### src/pbt_pkg.sv
// package: constants, layout, states and carriers of the parameter block transfer
package pbt_pkg;

    // =====================================================================
    // parameter block layout (word offsets from the block's first word)
    // =====================================================================
    localparam int          BLK_WORDS    = 100;
    localparam logic [14:0] BASE_WORD    = 15'h4E20;  // 20000
    localparam logic [14:0] UNIT_STRIDE  = 15'h0064;  // 100 words per unit
    localparam logic [6:0]  OFF_CMD      = 7'h00;
    localparam logic [6:0]  OFF_G1_FIRST = 7'h01;
    localparam logic [6:0]  OFF_G1_LAST  = 7'h10;
    localparam logic [6:0]  OFF_G2_FIRST = 7'h11;
    localparam logic [6:0]  OFF_G2_LAST  = 7'h30;
    localparam logic [6:0]  OFF_DISP     = 7'h5A;

    // =====================================================================
    // command word values, limits and defaults
    // =====================================================================
    localparam logic [15:0] CMD_UPLOAD   = 16'h3039;  // 12345
    localparam logic [15:0] CMD_CLEARED  = 16'h0000;
    localparam logic [15:0] G1_LIMIT     = 16'h7FFF;
    localparam logic [15:0] G2_LIMIT     = 16'h00FF;
    localparam logic [15:0] G1_DEFAULT   = 16'h0000;
    localparam logic [15:0] G2_DEFAULT   = 16'h0001;

    // =====================================================================
    // apb register map and fields
    // =====================================================================
    localparam logic [11:0] ADR_CTRL     = 12'h000;
    localparam logic [11:0] ADR_STATUS   = 12'h004;
    localparam logic [11:0] ADR_MASK     = 12'h008;
    localparam logic [11:0] ADR_STATE    = 12'h00C;
    localparam logic [11:0] ADR_CFG_SEL  = 12'h010;
    localparam logic [11:0] ADR_CFG_DATA = 12'h014;
    localparam int          EV_W         = 4;
    localparam int          EV_UPLOAD    = 0;
    localparam int          EV_LOADED    = 1;
    localparam int          EV_RANGE     = 2;
    localparam int          EV_RESTART   = 3;
    localparam logic [3:0]  MASK_RST     = 4'h0;
    localparam logic [3:0]  STATUS_RST   = 4'h0;
    localparam int          CTRL_RESTART = 0;

    typedef enum logic [2:0] {
        ST_IDLE  = 3'h0,
        ST_CMD   = 3'h1,
        ST_LOAD1 = 3'h3,
        ST_LOAD2 = 3'h2,
        ST_REFR  = 3'h6,
        ST_ERRW  = 3'h7,
        ST_UPLD  = 3'h5,
        ST_CLR   = 3'h4
    } pbt_state_t;

    typedef struct packed {
        logic        req;
        logic        we;
        logic [14:0] addr;
        logic [15:0] wdata;
    } pbt_mem_req_t;

    typedef struct packed {
        logic        ack;
        logic [15:0] rdata;
    } pbt_mem_rsp_t;

endpackage

### src/pbt_param_xfer.sv
// parameter block transfer engine of a plug-in analog unit, with apb status port
// Contract
// RQ1: command word 12345 at start: write unit defaults into host block.
// RQ2: command word below 12345 at start: load settings from host into unit.
// RQ3: after default upload, write zero into the command word.
// RQ4: group one refreshed continuously regardless of host operating mode.
// RQ5: group one also refreshed at every power-on and restart.
// RQ6: group two loaded exactly once per start, only if command differs.
// RQ7: range-check both groups; light the settings error lamp on violation.
// RQ8: write offset of first offending word into display word.
// RQ9: group one violation shown and stored immediately.
// RQ10: group two violation shown and stored only at power-on or restart.
// RQ11: host restarts unit after block change via power or restart bit.
// RQ12: host writes 12345 to command word then restarts to get defaults.
// RQ13: block is 100 words at 20000 plus 100 times unit number.
// RQ14: rising restart bit reruns the whole power-on transfer sequence.
`timescale 1ns/1ps
module pbt_param_xfer (
    input  wire logic                  pclk,
    input  wire logic                  presetn,
    input  wire logic                  psel,
    input  wire logic                  penable,
    input  wire logic                  pwrite,
    input  wire logic [11:0]           paddr,
    input  wire logic [31:0]           pwdata,
    output logic      [31:0]           prdata,
    output logic                       pready,
    output logic                       pslverr,
    input  wire logic [6:0]            unit_sw,
    input  wire logic                  restart_bit,
    output pbt_pkg::pbt_mem_req_t      mem_req,
    input  wire pbt_pkg::pbt_mem_rsp_t mem_rsp,
    output logic                       settings_error_lamp,
    output logic                       irq
);
    // =====================================================================
    // state
    // =====================================================================
    pbt_pkg::pbt_state_t   st_r, st_nxt;
    pbt_pkg::pbt_mem_req_t mem_req_r;
    logic [6:0]            idx_r, idx_nxt;
    logic [7:0]            sync1_r, sync2_r;
    logic                  rst_q_r;
    logic                  restart_pend_r;
    logic [14:0]           base_r;
    logic [6:0]            unit_r;
    logic                  g1_err_r, g2_err_r, pass_bad_r;
    logic [6:0]            g1_off_r, g2_off_r;
    logic [15:0]           shown_off_r;
    logic                  shown_vld_r;
    logic [15:0]           cfg_mem [pbt_pkg::BLK_WORDS];
    logic [pbt_pkg::EV_W-1:0] status_r, mask_r;
    logic [6:0]            cfg_sel_r;
    logic [31:0]           prdata_r;
    logic                  pready_r, pslverr_r, irq_r, lamp_r;
    logic                  chk_ok;
    logic [15:0]           chk_def;

    // =====================================================================
    // pin synchronisers and restart detection
    // =====================================================================
    // synchroniser runs through reset so the unit number is settled at the first start
    always_ff @(posedge pclk) begin
        sync1_r <= {restart_bit, unit_sw};
        sync2_r <= sync1_r;
    end

    always_ff @(posedge pclk or negedge presetn) begin
        if (!presetn) rst_q_r <= 1'b0;
        else          rst_q_r <= sync2_r[7];
    end

    wire        take        = mem_req_r.req & mem_rsp.ack;
    wire        restart_rise = sync2_r[7] & ~rst_q_r;  // [RQ14]
    wire        apb_setup   = psel & ~penable;
    wire        apb_acc     = psel & penable & pready_r;
    wire        apb_wr      = apb_acc & pwrite;
    wire        ctrl_restart = apb_wr & (paddr == pbt_pkg::ADR_CTRL)
                               & pwdata[pbt_pkg::CTRL_RESTART];
    wire        restart_go  = restart_pend_r & (~mem_req_r.req | mem_rsp.ack);
    wire        start       = restart_go | (st_r == pbt_pkg::ST_IDLE);

    always_ff @(posedge pclk or negedge presetn) begin
        if (!presetn) restart_pend_r <= 1'b0;
        else          restart_pend_r <= restart_rise | ctrl_restart
                                        | (restart_pend_r & ~restart_go);  // [RQ14]
    end

    // =====================================================================
    // block addressing and access selection
    // =====================================================================
    wire        is_g1_rd = (st_r == pbt_pkg::ST_LOAD1) || (st_r == pbt_pkg::ST_REFR);
    wire        is_g2_rd = (st_r == pbt_pkg::ST_LOAD2);
    wire        last_g1  = (idx_r == pbt_pkg::OFF_G1_LAST);
    wire        last_g2  = (idx_r == pbt_pkg::OFF_G2_LAST);
    wire        bad      = take & (is_g1_rd | is_g2_rd) & ~chk_ok;  // [RQ7]
    wire        first_bad = bad & ~pass_bad_r;
    wire [15:0] disp_off = g1_err_r ? {9'h000, g1_off_r} : {9'h000, g2_off_r};
    wire        disp_due = (g1_err_r | g2_err_r)
                           & (~shown_vld_r | (shown_off_r != disp_off));
    wire        to_errw  = (st_r == pbt_pkg::ST_REFR) & ~mem_req_r.req & disp_due;
    wire        is_cmd_word = (st_r == pbt_pkg::ST_CMD) || (st_r == pbt_pkg::ST_CLR);
    wire [6:0]  acc_off  = is_cmd_word ? pbt_pkg::OFF_CMD :
                           (st_r == pbt_pkg::ST_ERRW) ? pbt_pkg::OFF_DISP : idx_r;
    wire        acc_we   = (st_r == pbt_pkg::ST_UPLD) || (st_r == pbt_pkg::ST_CLR)
                           || (st_r == pbt_pkg::ST_ERRW);
    wire [15:0] acc_data = (st_r == pbt_pkg::ST_UPLD) ? chk_def :
                           (st_r == pbt_pkg::ST_ERRW) ? disp_off : pbt_pkg::CMD_CLEARED;
    wire        issue    = ~mem_req_r.req & ~start & ~to_errw;
    wire [14:0] unit_base = 15'(pbt_pkg::BASE_WORD + {8'h00, sync2_r[6:0]}
                                * pbt_pkg::UNIT_STRIDE);  // [RQ13]

    pbt_range_chk u_chk (
        .offset    (idx_r),
        .value     (mem_rsp.rdata),
        .in_range  (chk_ok),
        .def_value (chk_def)
    );

    // =====================================================================
    // transfer sequencer
    // =====================================================================
    always_comb begin
        st_nxt  = st_r;
        idx_nxt = idx_r;
        if (start) begin
            st_nxt  = pbt_pkg::ST_CMD;  // [RQ5] [RQ14]
            idx_nxt = pbt_pkg::OFF_G1_FIRST;
        end else if (to_errw) begin
            st_nxt = pbt_pkg::ST_ERRW;  // [RQ9]
        end else if (take) begin
            case (st_r)
                pbt_pkg::ST_CMD: begin
                    if (mem_rsp.rdata == pbt_pkg::CMD_UPLOAD) st_nxt = pbt_pkg::ST_UPLD;  // [RQ1]
                    else                                      st_nxt = pbt_pkg::ST_LOAD1; // [RQ2]
                end
                pbt_pkg::ST_UPLD: begin
                    if (last_g2) st_nxt = pbt_pkg::ST_CLR;  // [RQ3]
                    else         idx_nxt = 7'(idx_r + 7'h01);
                end
                pbt_pkg::ST_CLR: begin
                    st_nxt  = pbt_pkg::ST_REFR;
                    idx_nxt = pbt_pkg::OFF_G1_FIRST;
                end
                pbt_pkg::ST_LOAD1: begin
                    if (last_g1) begin
                        st_nxt  = pbt_pkg::ST_LOAD2;  // [RQ6]
                        idx_nxt = pbt_pkg::OFF_G2_FIRST;
                    end else begin
                        idx_nxt = 7'(idx_r + 7'h01);
                    end
                end
                pbt_pkg::ST_LOAD2: begin
                    if (last_g2) begin
                        st_nxt  = pbt_pkg::ST_REFR;
                        idx_nxt = pbt_pkg::OFF_G1_FIRST;
                    end else begin
                        idx_nxt = 7'(idx_r + 7'h01);
                    end
                end
                pbt_pkg::ST_REFR: begin
                    idx_nxt = last_g1 ? pbt_pkg::OFF_G1_FIRST : 7'(idx_r + 7'h01);  // [RQ4]
                end
                pbt_pkg::ST_ERRW: st_nxt = pbt_pkg::ST_REFR;
                default:          st_nxt = pbt_pkg::ST_IDLE;
            endcase
        end
    end

    always_ff @(posedge pclk or negedge presetn) begin
        if (!presetn) begin
            st_r   <= pbt_pkg::ST_IDLE;
            idx_r  <= pbt_pkg::OFF_G1_FIRST;
            base_r <= pbt_pkg::BASE_WORD;
            unit_r <= 7'h00;
        end else begin
            st_r  <= st_nxt;
            idx_r <= idx_nxt;
            if (start) begin
                base_r <= unit_base;
                unit_r <= sync2_r[6:0];
            end
        end
    end

    always_ff @(posedge pclk or negedge presetn) begin
        if (!presetn) begin
            mem_req_r <= '0;
        end else if (start || take) begin
            mem_req_r.req <= 1'b0;
        end else if (issue) begin
            mem_req_r.req   <= 1'b1;
            mem_req_r.we    <= acc_we;
            mem_req_r.addr  <= 15'(base_r + {8'h00, acc_off});
            mem_req_r.wdata <= acc_data;
        end
    end

    // =====================================================================
    // local settings copy
    // =====================================================================
    always_ff @(posedge pclk) begin
        if (take && (is_g1_rd || is_g2_rd) && chk_ok) cfg_mem[idx_r] <= mem_rsp.rdata;
        else if (take && st_r == pbt_pkg::ST_UPLD)    cfg_mem[idx_r] <= chk_def;
    end

    // =====================================================================
    // range error tracking
    // =====================================================================
    wire g1_pass_end = take & is_g1_rd & last_g1;
    wire g2_pass_end = take & is_g2_rd & last_g2;

    always_ff @(posedge pclk or negedge presetn) begin
        if (!presetn) begin
            g1_err_r    <= 1'b0;
            g2_err_r    <= 1'b0;
            pass_bad_r  <= 1'b0;
            g1_off_r    <= 7'h00;
            g2_off_r    <= 7'h00;
            shown_off_r <= 16'h0000;
            shown_vld_r <= 1'b0;
        end else if (start) begin
            g1_err_r    <= 1'b0;
            g2_err_r    <= 1'b0;
            pass_bad_r  <= 1'b0;
            shown_vld_r <= 1'b0;
        end else begin
            if (first_bad && is_g1_rd) begin
                g1_err_r <= 1'b1;  // [RQ9]
                g1_off_r <= idx_r;
            end else if (g1_pass_end && !pass_bad_r) begin
                g1_err_r <= 1'b0;
            end
            if (first_bad && is_g2_rd) begin
                g2_err_r <= 1'b1;  // [RQ10]
                g2_off_r <= idx_r;
            end
            if (g1_pass_end || g2_pass_end) pass_bad_r <= 1'b0;
            else if (bad)                   pass_bad_r <= 1'b1;
            if (take && st_r == pbt_pkg::ST_ERRW) begin
                shown_off_r <= mem_req_r.wdata;  // [RQ8]
                shown_vld_r <= 1'b1;
            end
        end
    end

    // =====================================================================
    // apb slave, events and interrupt
    // =====================================================================
    wire sel_status = (paddr == pbt_pkg::ADR_STATUS);
    wire mapped     = (paddr == pbt_pkg::ADR_CTRL) || sel_status
                      || (paddr == pbt_pkg::ADR_MASK) || (paddr == pbt_pkg::ADR_STATE)
                      || (paddr == pbt_pkg::ADR_CFG_SEL) || (paddr == pbt_pkg::ADR_CFG_DATA);
    wire [31:0] rd_mux =
        sel_status ? {28'h0000000, status_r} :
        (paddr == pbt_pkg::ADR_MASK)     ? {28'h0000000, mask_r} :
        (paddr == pbt_pkg::ADR_STATE)    ? {2'h0, unit_r, st_r, (st_r != pbt_pkg::ST_REFR),
                                            g2_err_r, g1_err_r, lamp_r, shown_off_r} :
        (paddr == pbt_pkg::ADR_CFG_SEL)  ? {25'h0000000, cfg_sel_r} :
        (paddr == pbt_pkg::ADR_CFG_DATA) ? {16'h0000, cfg_mem[cfg_sel_r]} : 32'h00000000;
    wire [pbt_pkg::EV_W-1:0] ev_set = {restart_go, first_bad, g2_pass_end,
                                       take & (st_r == pbt_pkg::ST_CLR)};
    wire [pbt_pkg::EV_W-1:0] rd_clr = (apb_acc & ~pwrite & sel_status)
                                      ? prdata_r[pbt_pkg::EV_W-1:0] : 4'h0;

    always_ff @(posedge pclk or negedge presetn) begin
        if (!presetn) begin
            pready_r  <= 1'b0;
            pslverr_r <= 1'b0;
            prdata_r  <= 32'h00000000;
        end else begin
            pready_r  <= apb_setup;
            pslverr_r <= apb_setup & ~mapped;
            if (apb_setup && !pwrite) prdata_r <= rd_mux;
        end
    end

    always_ff @(posedge pclk or negedge presetn) begin
        if (!presetn) begin
            status_r  <= pbt_pkg::STATUS_RST;
            mask_r    <= pbt_pkg::MASK_RST;
            cfg_sel_r <= 7'h00;
            irq_r     <= 1'b0;
            lamp_r    <= 1'b0;
        end else begin
            status_r <= (status_r & ~rd_clr) | ev_set;
            if (apb_wr && paddr == pbt_pkg::ADR_MASK)    mask_r <= pwdata[pbt_pkg::EV_W-1:0];
            if (apb_wr && paddr == pbt_pkg::ADR_CFG_SEL) cfg_sel_r <= pwdata[6:0];
            irq_r  <= |(status_r & mask_r);
            lamp_r <= g1_err_r | g2_err_r;  // [RQ7]
        end
    end

    assign prdata              = prdata_r;
    assign pready              = pready_r;
    assign pslverr             = pslverr_r;
    assign mem_req             = mem_req_r;
    assign settings_error_lamp = lamp_r;
    assign irq                 = irq_r;

    // =====================================================================
    // assertions
    // =====================================================================
    AST_UPLOAD_DIR: assert property (@(posedge pclk) disable iff (!presetn)  // [RQ1]
        (take && st_r == pbt_pkg::ST_CMD && mem_rsp.rdata == pbt_pkg::CMD_UPLOAD && !start)
        |=> st_r == pbt_pkg::ST_UPLD ##1 (mem_req_r.req && mem_req_r.we) or restart_pend_r)
        else $error("upload not started after command 12345");
    AST_LOAD_DIR: assert property (@(posedge pclk) disable iff (!presetn)  // [RQ2]
        (take && st_r == pbt_pkg::ST_CMD && mem_rsp.rdata != pbt_pkg::CMD_UPLOAD && !start)
        |=> st_r == pbt_pkg::ST_LOAD1)
        else $error("normal load not started");
    AST_CLR_ZERO: assert property (@(posedge pclk) disable iff (!presetn)  // [RQ3]
        (mem_req_r.req && st_r == pbt_pkg::ST_CLR)
        |-> mem_req_r.we && mem_req_r.wdata == 16'h0000 && mem_req_r.addr == base_r)
        else $error("command word not cleared with zero");
    AST_REFR_READ: assert property (@(posedge pclk) disable iff (!presetn)  // [RQ4]
        (mem_req_r.req && st_r == pbt_pkg::ST_REFR)
        |-> !mem_req_r.we && idx_r >= pbt_pkg::OFF_G1_FIRST && idx_r <= pbt_pkg::OFF_G1_LAST)
        else $error("refresh outside group one");
    AST_G2_ONCE: assert property (@(posedge pclk) disable iff (!presetn)  // [RQ6]
        $rose(st_r == pbt_pkg::ST_LOAD2) |-> $past(st_r) == pbt_pkg::ST_LOAD1)
        else $error("group two load not preceded by group one pass");
    AST_LAMP: assert property (@(posedge pclk) disable iff (!presetn)  // [RQ7]
        (g1_err_r || g2_err_r) [*2] |-> settings_error_lamp)
        else $error("lamp dark despite range error");
    AST_G1_IMM: assert property (@(posedge pclk) disable iff (!presetn)  // [RQ9]
        (first_bad && is_g1_rd && !start) |=> g1_err_r && g1_off_r == $past(idx_r))
        else $error("group one error not recorded at once");
    AST_ERRW: assert property (@(posedge pclk) disable iff (!presetn)  // [RQ8]
        (mem_req_r.req && st_r == pbt_pkg::ST_ERRW)
        |-> mem_req_r.we && mem_req_r.addr == 15'(base_r + {8'h00, pbt_pkg::OFF_DISP}))
        else $error("error offset written to wrong word");
    AST_RESTART: assert property (@(posedge pclk) disable iff (!presetn)  // [RQ14]
        restart_go |=> st_r == pbt_pkg::ST_CMD && !mem_req_r.req)
        else $error("restart did not rerun the sequence");
    AST_IRQ: assert property (@(posedge pclk) disable iff (!presetn)
        (|(status_r & mask_r)) |=> irq)
        else $error("irq low with unmasked status");
endmodule

### src/pbt_range_chk.sv
// range checker and default value source for one parameter word
`timescale 1ns/1ps
module pbt_range_chk (
    input  wire logic [6:0]  offset,
    input  wire logic [15:0] value,
    output logic             in_range,
    output logic [15:0]      def_value
);
    // =====================================================================
    // group selection by offset
    // =====================================================================
    wire in_g1 = (offset >= pbt_pkg::OFF_G1_FIRST) && (offset <= pbt_pkg::OFF_G1_LAST);

    assign in_range  = in_g1 ? (value <= pbt_pkg::G1_LIMIT) : (value <= pbt_pkg::G2_LIMIT);
    assign def_value = in_g1 ? pbt_pkg::G1_DEFAULT : pbt_pkg::G2_DEFAULT;
endmodule

### config.mk
export PLATFORM = sky130hd
export DESIGN_NAME = pbt_param_xfer
export DESIGN_NICKNAME = d
export VERILOG_FILES = /design/src/pbt_pkg.sv /design/src/pbt_param_xfer.sv /design/src/pbt_range_chk.sv
export SDC_FILE = /design/constraint.sdc
export NUM_CORES = 2
export LEC_CHECK = 0
export BUFFER_PORTS_ARGS = -buffer_cell sky130_fd_sc_hd__buf_4
export CAP_MARGIN = 25
export CELL_PAD_IN_SITES_DETAIL_PLACEMENT = 0
export CELL_PAD_IN_SITES_GLOBAL_PLACEMENT = 1
export CORE_MARGIN = 2
export CORE_UTILIZATION = 50
export DETAILED_ROUTE_END_ITERATION = 6
export GPL_TIMING_DRIVEN = 1
export PLACE_DENSITY = 0.85
export SYNTH_ARGS = -nofsm -noshare
export SYNTH_HDL_FRONTEND = slang
export SYNTH_SLANG_ARGS = --single-unit
### constraint.sdc
create_clock -name pclk -period 5.9 [get_ports pclk]
set_input_delay 0.59 -clock pclk [delete_from_list [all_inputs] [get_ports pclk]]
set_output_delay 0.59 -clock pclk [all_outputs]
set_load 0.03 [all_outputs]
# == Yosys cells after proc, flatten, opt, wreduce, memory -nomap -nowiden ==
# Memory sizes are Yosys's and may differ from the RTL's.
# Cells that the tools add are included.
# Widths: inputs -> output; s select.
# word_totals
reg_bits,168
latchBits,0
ramBits,1600
mem_bits_ro,0
in_bits,74
wordCells,199
n_memories,1
# mem_list
name,words,width,rd,rd_clocked_by_memory_dff,write_ports,line,source
cfg_mem,100,16,1,0,1,pbt_param_xfer.sv:51,logic [15:0] cfg_mem [pbt_pkg::BLK_WORDS];
# classes
addsub,3
mul,1
div,0
n_lt_le_gt_ge,4
n_eq_ne,23
shift,0
muxes,47
bitwise_logic,50
reduce_logical,43
# ops
cell,count
$mux 30,3
$mux 7,11
$mux 16,4
$pmux 7 s5,1
$mux 33,1
$and 1x1->1,26
$eq 12x4->1 const B,2
$eq 12x5->1 const B,2
$mux 3,7
$mux 1,18
$pmux 3 s6,1
$eq 16x14->1 const B,1
$le 16x15->1 const B,1
$le 16x8->1 const B,1
$ne 16x7->1,1
$add 15x14->15 const A,1
$add 15x7->15,1
$eq 12x3->1 const B,1
$eq 3x3->1 const B,4
$logic_not 12->1,1
$logic_or 1x1->1,12
$mul 7x5->12 const B,1
$not 1->1,12
$logic_and 1x1->1,11
26 further kinds,47

# == Longest topological paths before layout ==
# logic_depth
depth_word,9
ltp_mapped,16

# == Cells and area by module ==
# From an unflattened synthesis, not the netlist that was laid out.
# unflattened
cells_unflattened,3625
area_unflattened_um2,70082.2
# modules_own_cells
module,n_inst,cells_per_inst,area_per_inst_um2,seq_area_each_um2
pbt_param_xfer,1,3602,69913.3,52002.4
pbt_range_chk,1,23,168.9,0.0

# == Worst setup path after synthesis ==
# Ideal clock, no wire load.
# synth_path
kind,reg-to-reg
start,register mem_req_r (netlist bit mem_req[32])
end,"memory cfg_mem[0][10], data pin"
setup_time_ns,0.689
arrival_time_ns,3.640
required_time_ns,5.211
setup_slack_ns,1.571
stages_incl_launch_ff,5
n_path_buf,1
synth_period_minus_slack_ns,4.329
path_cell_list,dfrtp_1 > nand2_1 > nor2_1 > clkbuf_1 > nor2b_1
# synth_via
elab_chain_cells,6
elab_cells_between_ends,8
classes_between,mux (4); bitwise (1); reduce/logical (3)
# synth_rtl
element,line,source
start: declaration,pbt_param_xfer.sv:40,pbt_pkg::pbt_mem_req_t mem_req_r;
$and 1x1->1 *,pbt_param_xfer.sv:73,wire take = mem_req_r.req & mem_rsp.ack;
"$logic_and 1x1->1, on equally long branches","pbt_param_xfer.sv:204, pbt_param_xfer.sv:203",
$mux 1 / $logic_and 1x1->1 (equally long branches),"pbt_param_xfer.sv:204, pbt_param_xfer.sv:203",
$mux 1 *,pbt_param_xfer.sv:203,if (take && (is_g1_rd || is_g2_rd) && chk_ok) cfg_mem[idx_r] <= mem_rsp.rdata;
$mux 1 (not written as such) *,pbt_param_xfer.sv:204,else if (take && st_r == pbt_pkg::ST_UPLD) cfg_mem[idx_r] <= chk_def;
$mux 16 (no source line) *,n/a,
end: declaration,pbt_param_xfer.sv:51,
# Every way passes the cells marked *; elsewhere a longest branch is shown, timed or not.

# == Worst setup path in the final report ==
# layout_path
start,register cfg_sel_r[0]
end,register prdata_r[6] (netlist: prdata[6])
# layout_via
elab_chain_cells,6
# layout_rtl
element,line,source
start: declaration,pbt_param_xfer.sv:53,logic [6:0] cfg_sel_r;
start signal: assignment,pbt_param_xfer.sv:288,if (apb_wr && paddr == pbt_pkg::ADR_CFG_SEL) cfg_sel_r <= pwdata[6:0];
$mem_v2 100x16,n/a,
$mux 16,pbt_param_xfer.sv:260,"(paddr == pbt_pkg::ADR_CFG_DATA) ? {16'h0000, cfg_mem[cfg_sel_r]} : 32'h00000000;"
$mux 16,pbt_param_xfer.sv:259,"(paddr == pbt_pkg::ADR_CFG_SEL) ? {25'h0000000, cfg_sel_r} :"
$mux 30,pbt_param_xfer.sv:257,"(paddr == pbt_pkg::ADR_STATE) ? {2'h0, unit_r, st_r, (st_r != pbt_pkg::ST_REFR),"
$mux 30,pbt_param_xfer.sv:256,"(paddr == pbt_pkg::ADR_MASK) ? {28'h0000000, mask_r} :"
$mux 30,pbt_param_xfer.sv:255,"sel_status ? {28'h0000000, status_r} :"
end signal: assignment,pbt_param_xfer.sv:274,if (apb_setup && !pwrite) prdata_r <= rd_mux;
end: declaration,pbt_param_xfer.sv:54,logic [31:0] prdata_r;
# Every way passes these cells.
# A chain may end at the register's enable or synchronous reset.

==> flow_metrics.py <==
metrics = {
    "setup_path": {
        "critical_path_arrival_ps": 4930,
        "path_common_cell": "nor3_1",
        "slowest_delay_ps": 920,
        "path_cells": "buf_12, buf_4, mux4_2, mux2i_1, a21oi_1, nor3_1, nor3_1, a221o_1",
        "crit_path_start_kind": "flop",
        "crit_path_top_delay_cell": "dfrtp_4",
        "required_ps": 6570,
        "worstSetupPathType": "reg2reg",
        "crit_path_end_kind": "flop",
        "cp_max_fo": 40,
    },
    "sta": {
        "setup_tns_ps": 0,
        "slew_viol_final": 0,
        "fmax_ghz": 0.235,
        "post-route-min-period_ps": 4250,
        "tightest_slew_ps": 1010,
        "slew_headroom_pct": 32.5,
        "hold_viol": 0,
        "timing.hold.ws_ps": 59.8,
        "fin_crit_sh_pct": 72.1,
        "finalSetupViolations": 0,
        "rsz0062_at_grt": "false",
        "final.setup.worst_slack_ps": 1650,
        "fin_skew_ps": 39.0,
    },
    "yosys": {
        "synth_top_area_cell": "edfxtp_1",
        "ys_seq_elements": 1743,
        "synthFlopType": "edfxtp_1",
        "avgSynthCellArea_um2": 20.3,
        "async_flop_share_pct": 7.29,
        "yosysTopAreaCellShare_pct": 69.8,
        "synth.top_cells.by_count": "edfxtp_1 (1,600), mux4_2 (427), nor2_1 (187)",
        "synth_most_common_cell": "edfxtp_1",
        "netlist_area_mm2": 0.0688,
        "yosysWarnings": 0,
        "ys_seq_area_share_pct": 74.9,
        "synth_edf_count": 1600,
        "synth_cells": 3392,
        "synthTopCellsByArea": "edfxtp_1 (70%), mux4_2 (14%), dfrtp_1 (4.4%), nor2_1 (1.0%), mux2i_1 (0.99%)",
        "yosysUniqueCellTypes": 85,
    },
    "power_and_ir_drop": {
        "p_sw_share_pct": 23.0,
        "cellLeakagePower_nw": 25.6,
        "p_int_mw": 20.0,
        "vdd_drop_max_uv": 270,
        "power_density_mw_per_mm2": 331,
        "power.share.clock_pct": 39.0,
        "finalPower_mw": 25.9,
        "p_seq_share_pct": 54.3,
        "p_comb_share_pct": 6.7,
        "net-switching-power_mw": 5.96,
    },
    "placement": {
        "place_inst": 5293,
        "port_buffers": 106,
        "hpwl_mm": 97.7,
        "gp_congestion": 0.903,
        "post-place-ws_ps": 1490,
    },
    "floorplan": {
        "die_w_um": 375,
        "initial_core_util_pct": 50.2,
        "core_area_mm2": 0.137,
        "die_h_um": 375,
        "design.die.area_mm2": 0.141,
        "io_pins": 143,
        "rows": 136,
    },
    "finish": {
        "layout.cells.non_filler": 5625,
        "area_growth_pct": 13.8,
        "fin_nets": 3804,
        "drive_above_1_share_pct": 27.3,
    },
    "global_route": {
        "overflow": 0,
        "grt_usage_pct": 24.2,
        "grt_max_degree": 101,
        "antenna_found_initial": 4,
        "grt_pass1_wl_mm": 246,
        "grt_pass1_vias": 35400,
    },
    "run": {
        "cap_violations": 0,
    },
    "route": {
        "drt-initial-drc-count": 4965,
        "drt_wl_total_mm": 170,
        "viasPerCell": 6.35,
        "num_vias": 35700,
        "ant_nets": 0,
        "firstDrtPassIters": 7,
        "post-route-drc-count": 0,
        "wl_per_cell_um": 30.3,
    },
    "cts": {
        "cts_buffers": 166,
        "cts_buffer_depth": 3,
        "htree_levels": 4,
        "cts_sinks": 1743,
        "cts_setup_buffers": 0,
        "insertion_delay_ps": 810,
        "path_clk_slew_ps": 60,
        "cts-root-buf": "clkbuf_16",
        "cts_tree": "done",
    },
    "status": {
        "outcome": "completed",
    },
    "hold_path": {
        "hold_class": "in2reg",
    },
}
-- layout by cell type, fill, tap and decap left out, types with 12 or more instances in the layout --
master / instances
edfxtp_1: 1600
mux4_2: 427
buf_4: 278
nor2_1: 185
clkbuf_16: 168
nand2_1: 117
dfrtp_1: 115
a21oi_1: 69
mux2i_1: 68
a22o_1: 49
nand3_1: 39
clkbuf_1: 36
clkinv_1: 35
ha_1: 34
clkinv_2: 31
mux2_2: 30
o21ai_0: 29
a22oi_1: 25
nor2b_1: 23
inv_1: 22
nand2b_1: 19
nor3_1: 19
o22ai_1: 18
mux2_1: 17
xor2_1: 16
dfxtp_1: 16
buf_12: 15
nor2b_4: 14
xnor2_1: 14
a211oi_1: 14
buf_16: 13
o21ai_1: 12
nand4_1: 12
a221oi_1: 12
-- what timing repair did --
| item | CTS | global route |
|---|---|---|
| hold buffers | 10 | 0 |
| endpoints found under the setup margin | 0 | 0 |
| resized for setup | 0 | 0 |
| endpoints found under the hold margin | 55 | 0 |
-- state kept, by name, indices dropped and copies added, names as in the netlist, 8 cells and up --
| signal | flops |
|---|---|
| cfg_mem | 1600 |
| sync2_r | 8 |
| sync1_r | 8 |
| prdata | 30 |
| base_r | 10 |
| mem_req | 24 |
-- power by group through the flow --
stage	logic, mW	registers (mW)	clock network (mW)
detailed placement	1.65	14.4	0
CTS	1.66	14.1	10.2
global route	1.87	14.1	10.7
floorplan	0.972	14.4	0
global placement	1.59	14.4	0
finish	1.73	14.1	10.1
-- cell type report --
cell class	instances	area, um^2
antenna	3	7.51
clock buffer	211	4440
clock inverter	92	713
fill	9681	58800
inverter	24	90.1
multi-input combinational	1439	16400
sequential	1743	51600
tap	1794	2240
timing repair buffer	319	2870
-- cells by family after synthesis --
family | synth area share (%)
AO/OA/AOI/OAI | 3.37
flip-flops | 74.9
buffers and inverters | 1.53
AND/OR/NAND/NOR | 3.39
XOR/XNOR | 0.382
multiplexers | 15.7
adder cells (fa/ha/maj) | 0.705
other | 0.00545
-- final timing paths --
path | endpoint | startpoint | slack [ps] | cells past startpoint
max | prdata[6] | cfg_sel_r[0] | 1650 | 8
min | cfg_sel_r[6] | pwdata[6] | 60 | 2
max reg2reg | prdata[6] | cfg_sel_r[0] | 1650 | 8
min reg2reg | sync2_r[1] | sync1_r[1] | 330 | 0
max in group asynchronous | cfg_sel_r[3] | presetn | 4620 | 4
min in group asynchronous | st_r[0] | presetn | 330 | 2
-- worst max-delay path, delay by kind of cell, from the launching register on --
kind / cells / cell delay, ps
buffers and inverters: 2 / 780
multiplexers: 2 / 870
AO/OA/AOI/OAI: 2 / 490
flip-flops: 1 / 920
AND/OR/NAND/NOR: 2 / 940
-- layer usage --
layer,wire [um],track usage [%]
met3,18900,5.45
met2,80200,37.4
met4,6930,9.64
met1,64300,33.8
met5,39,0
-- metrics by stage --
step | util (%) | area, um^2
2_1_floorplan | - | 68900
3_3_place_gp | 53.0 | 72700
3_5_place_dp | 53.0 | 72700
4_1_cts | 56.8 | 78000
5_1_grt | 57.1 | 78400
6_report | 57.1 | 78400
Power figures use the tool's default switching activity.
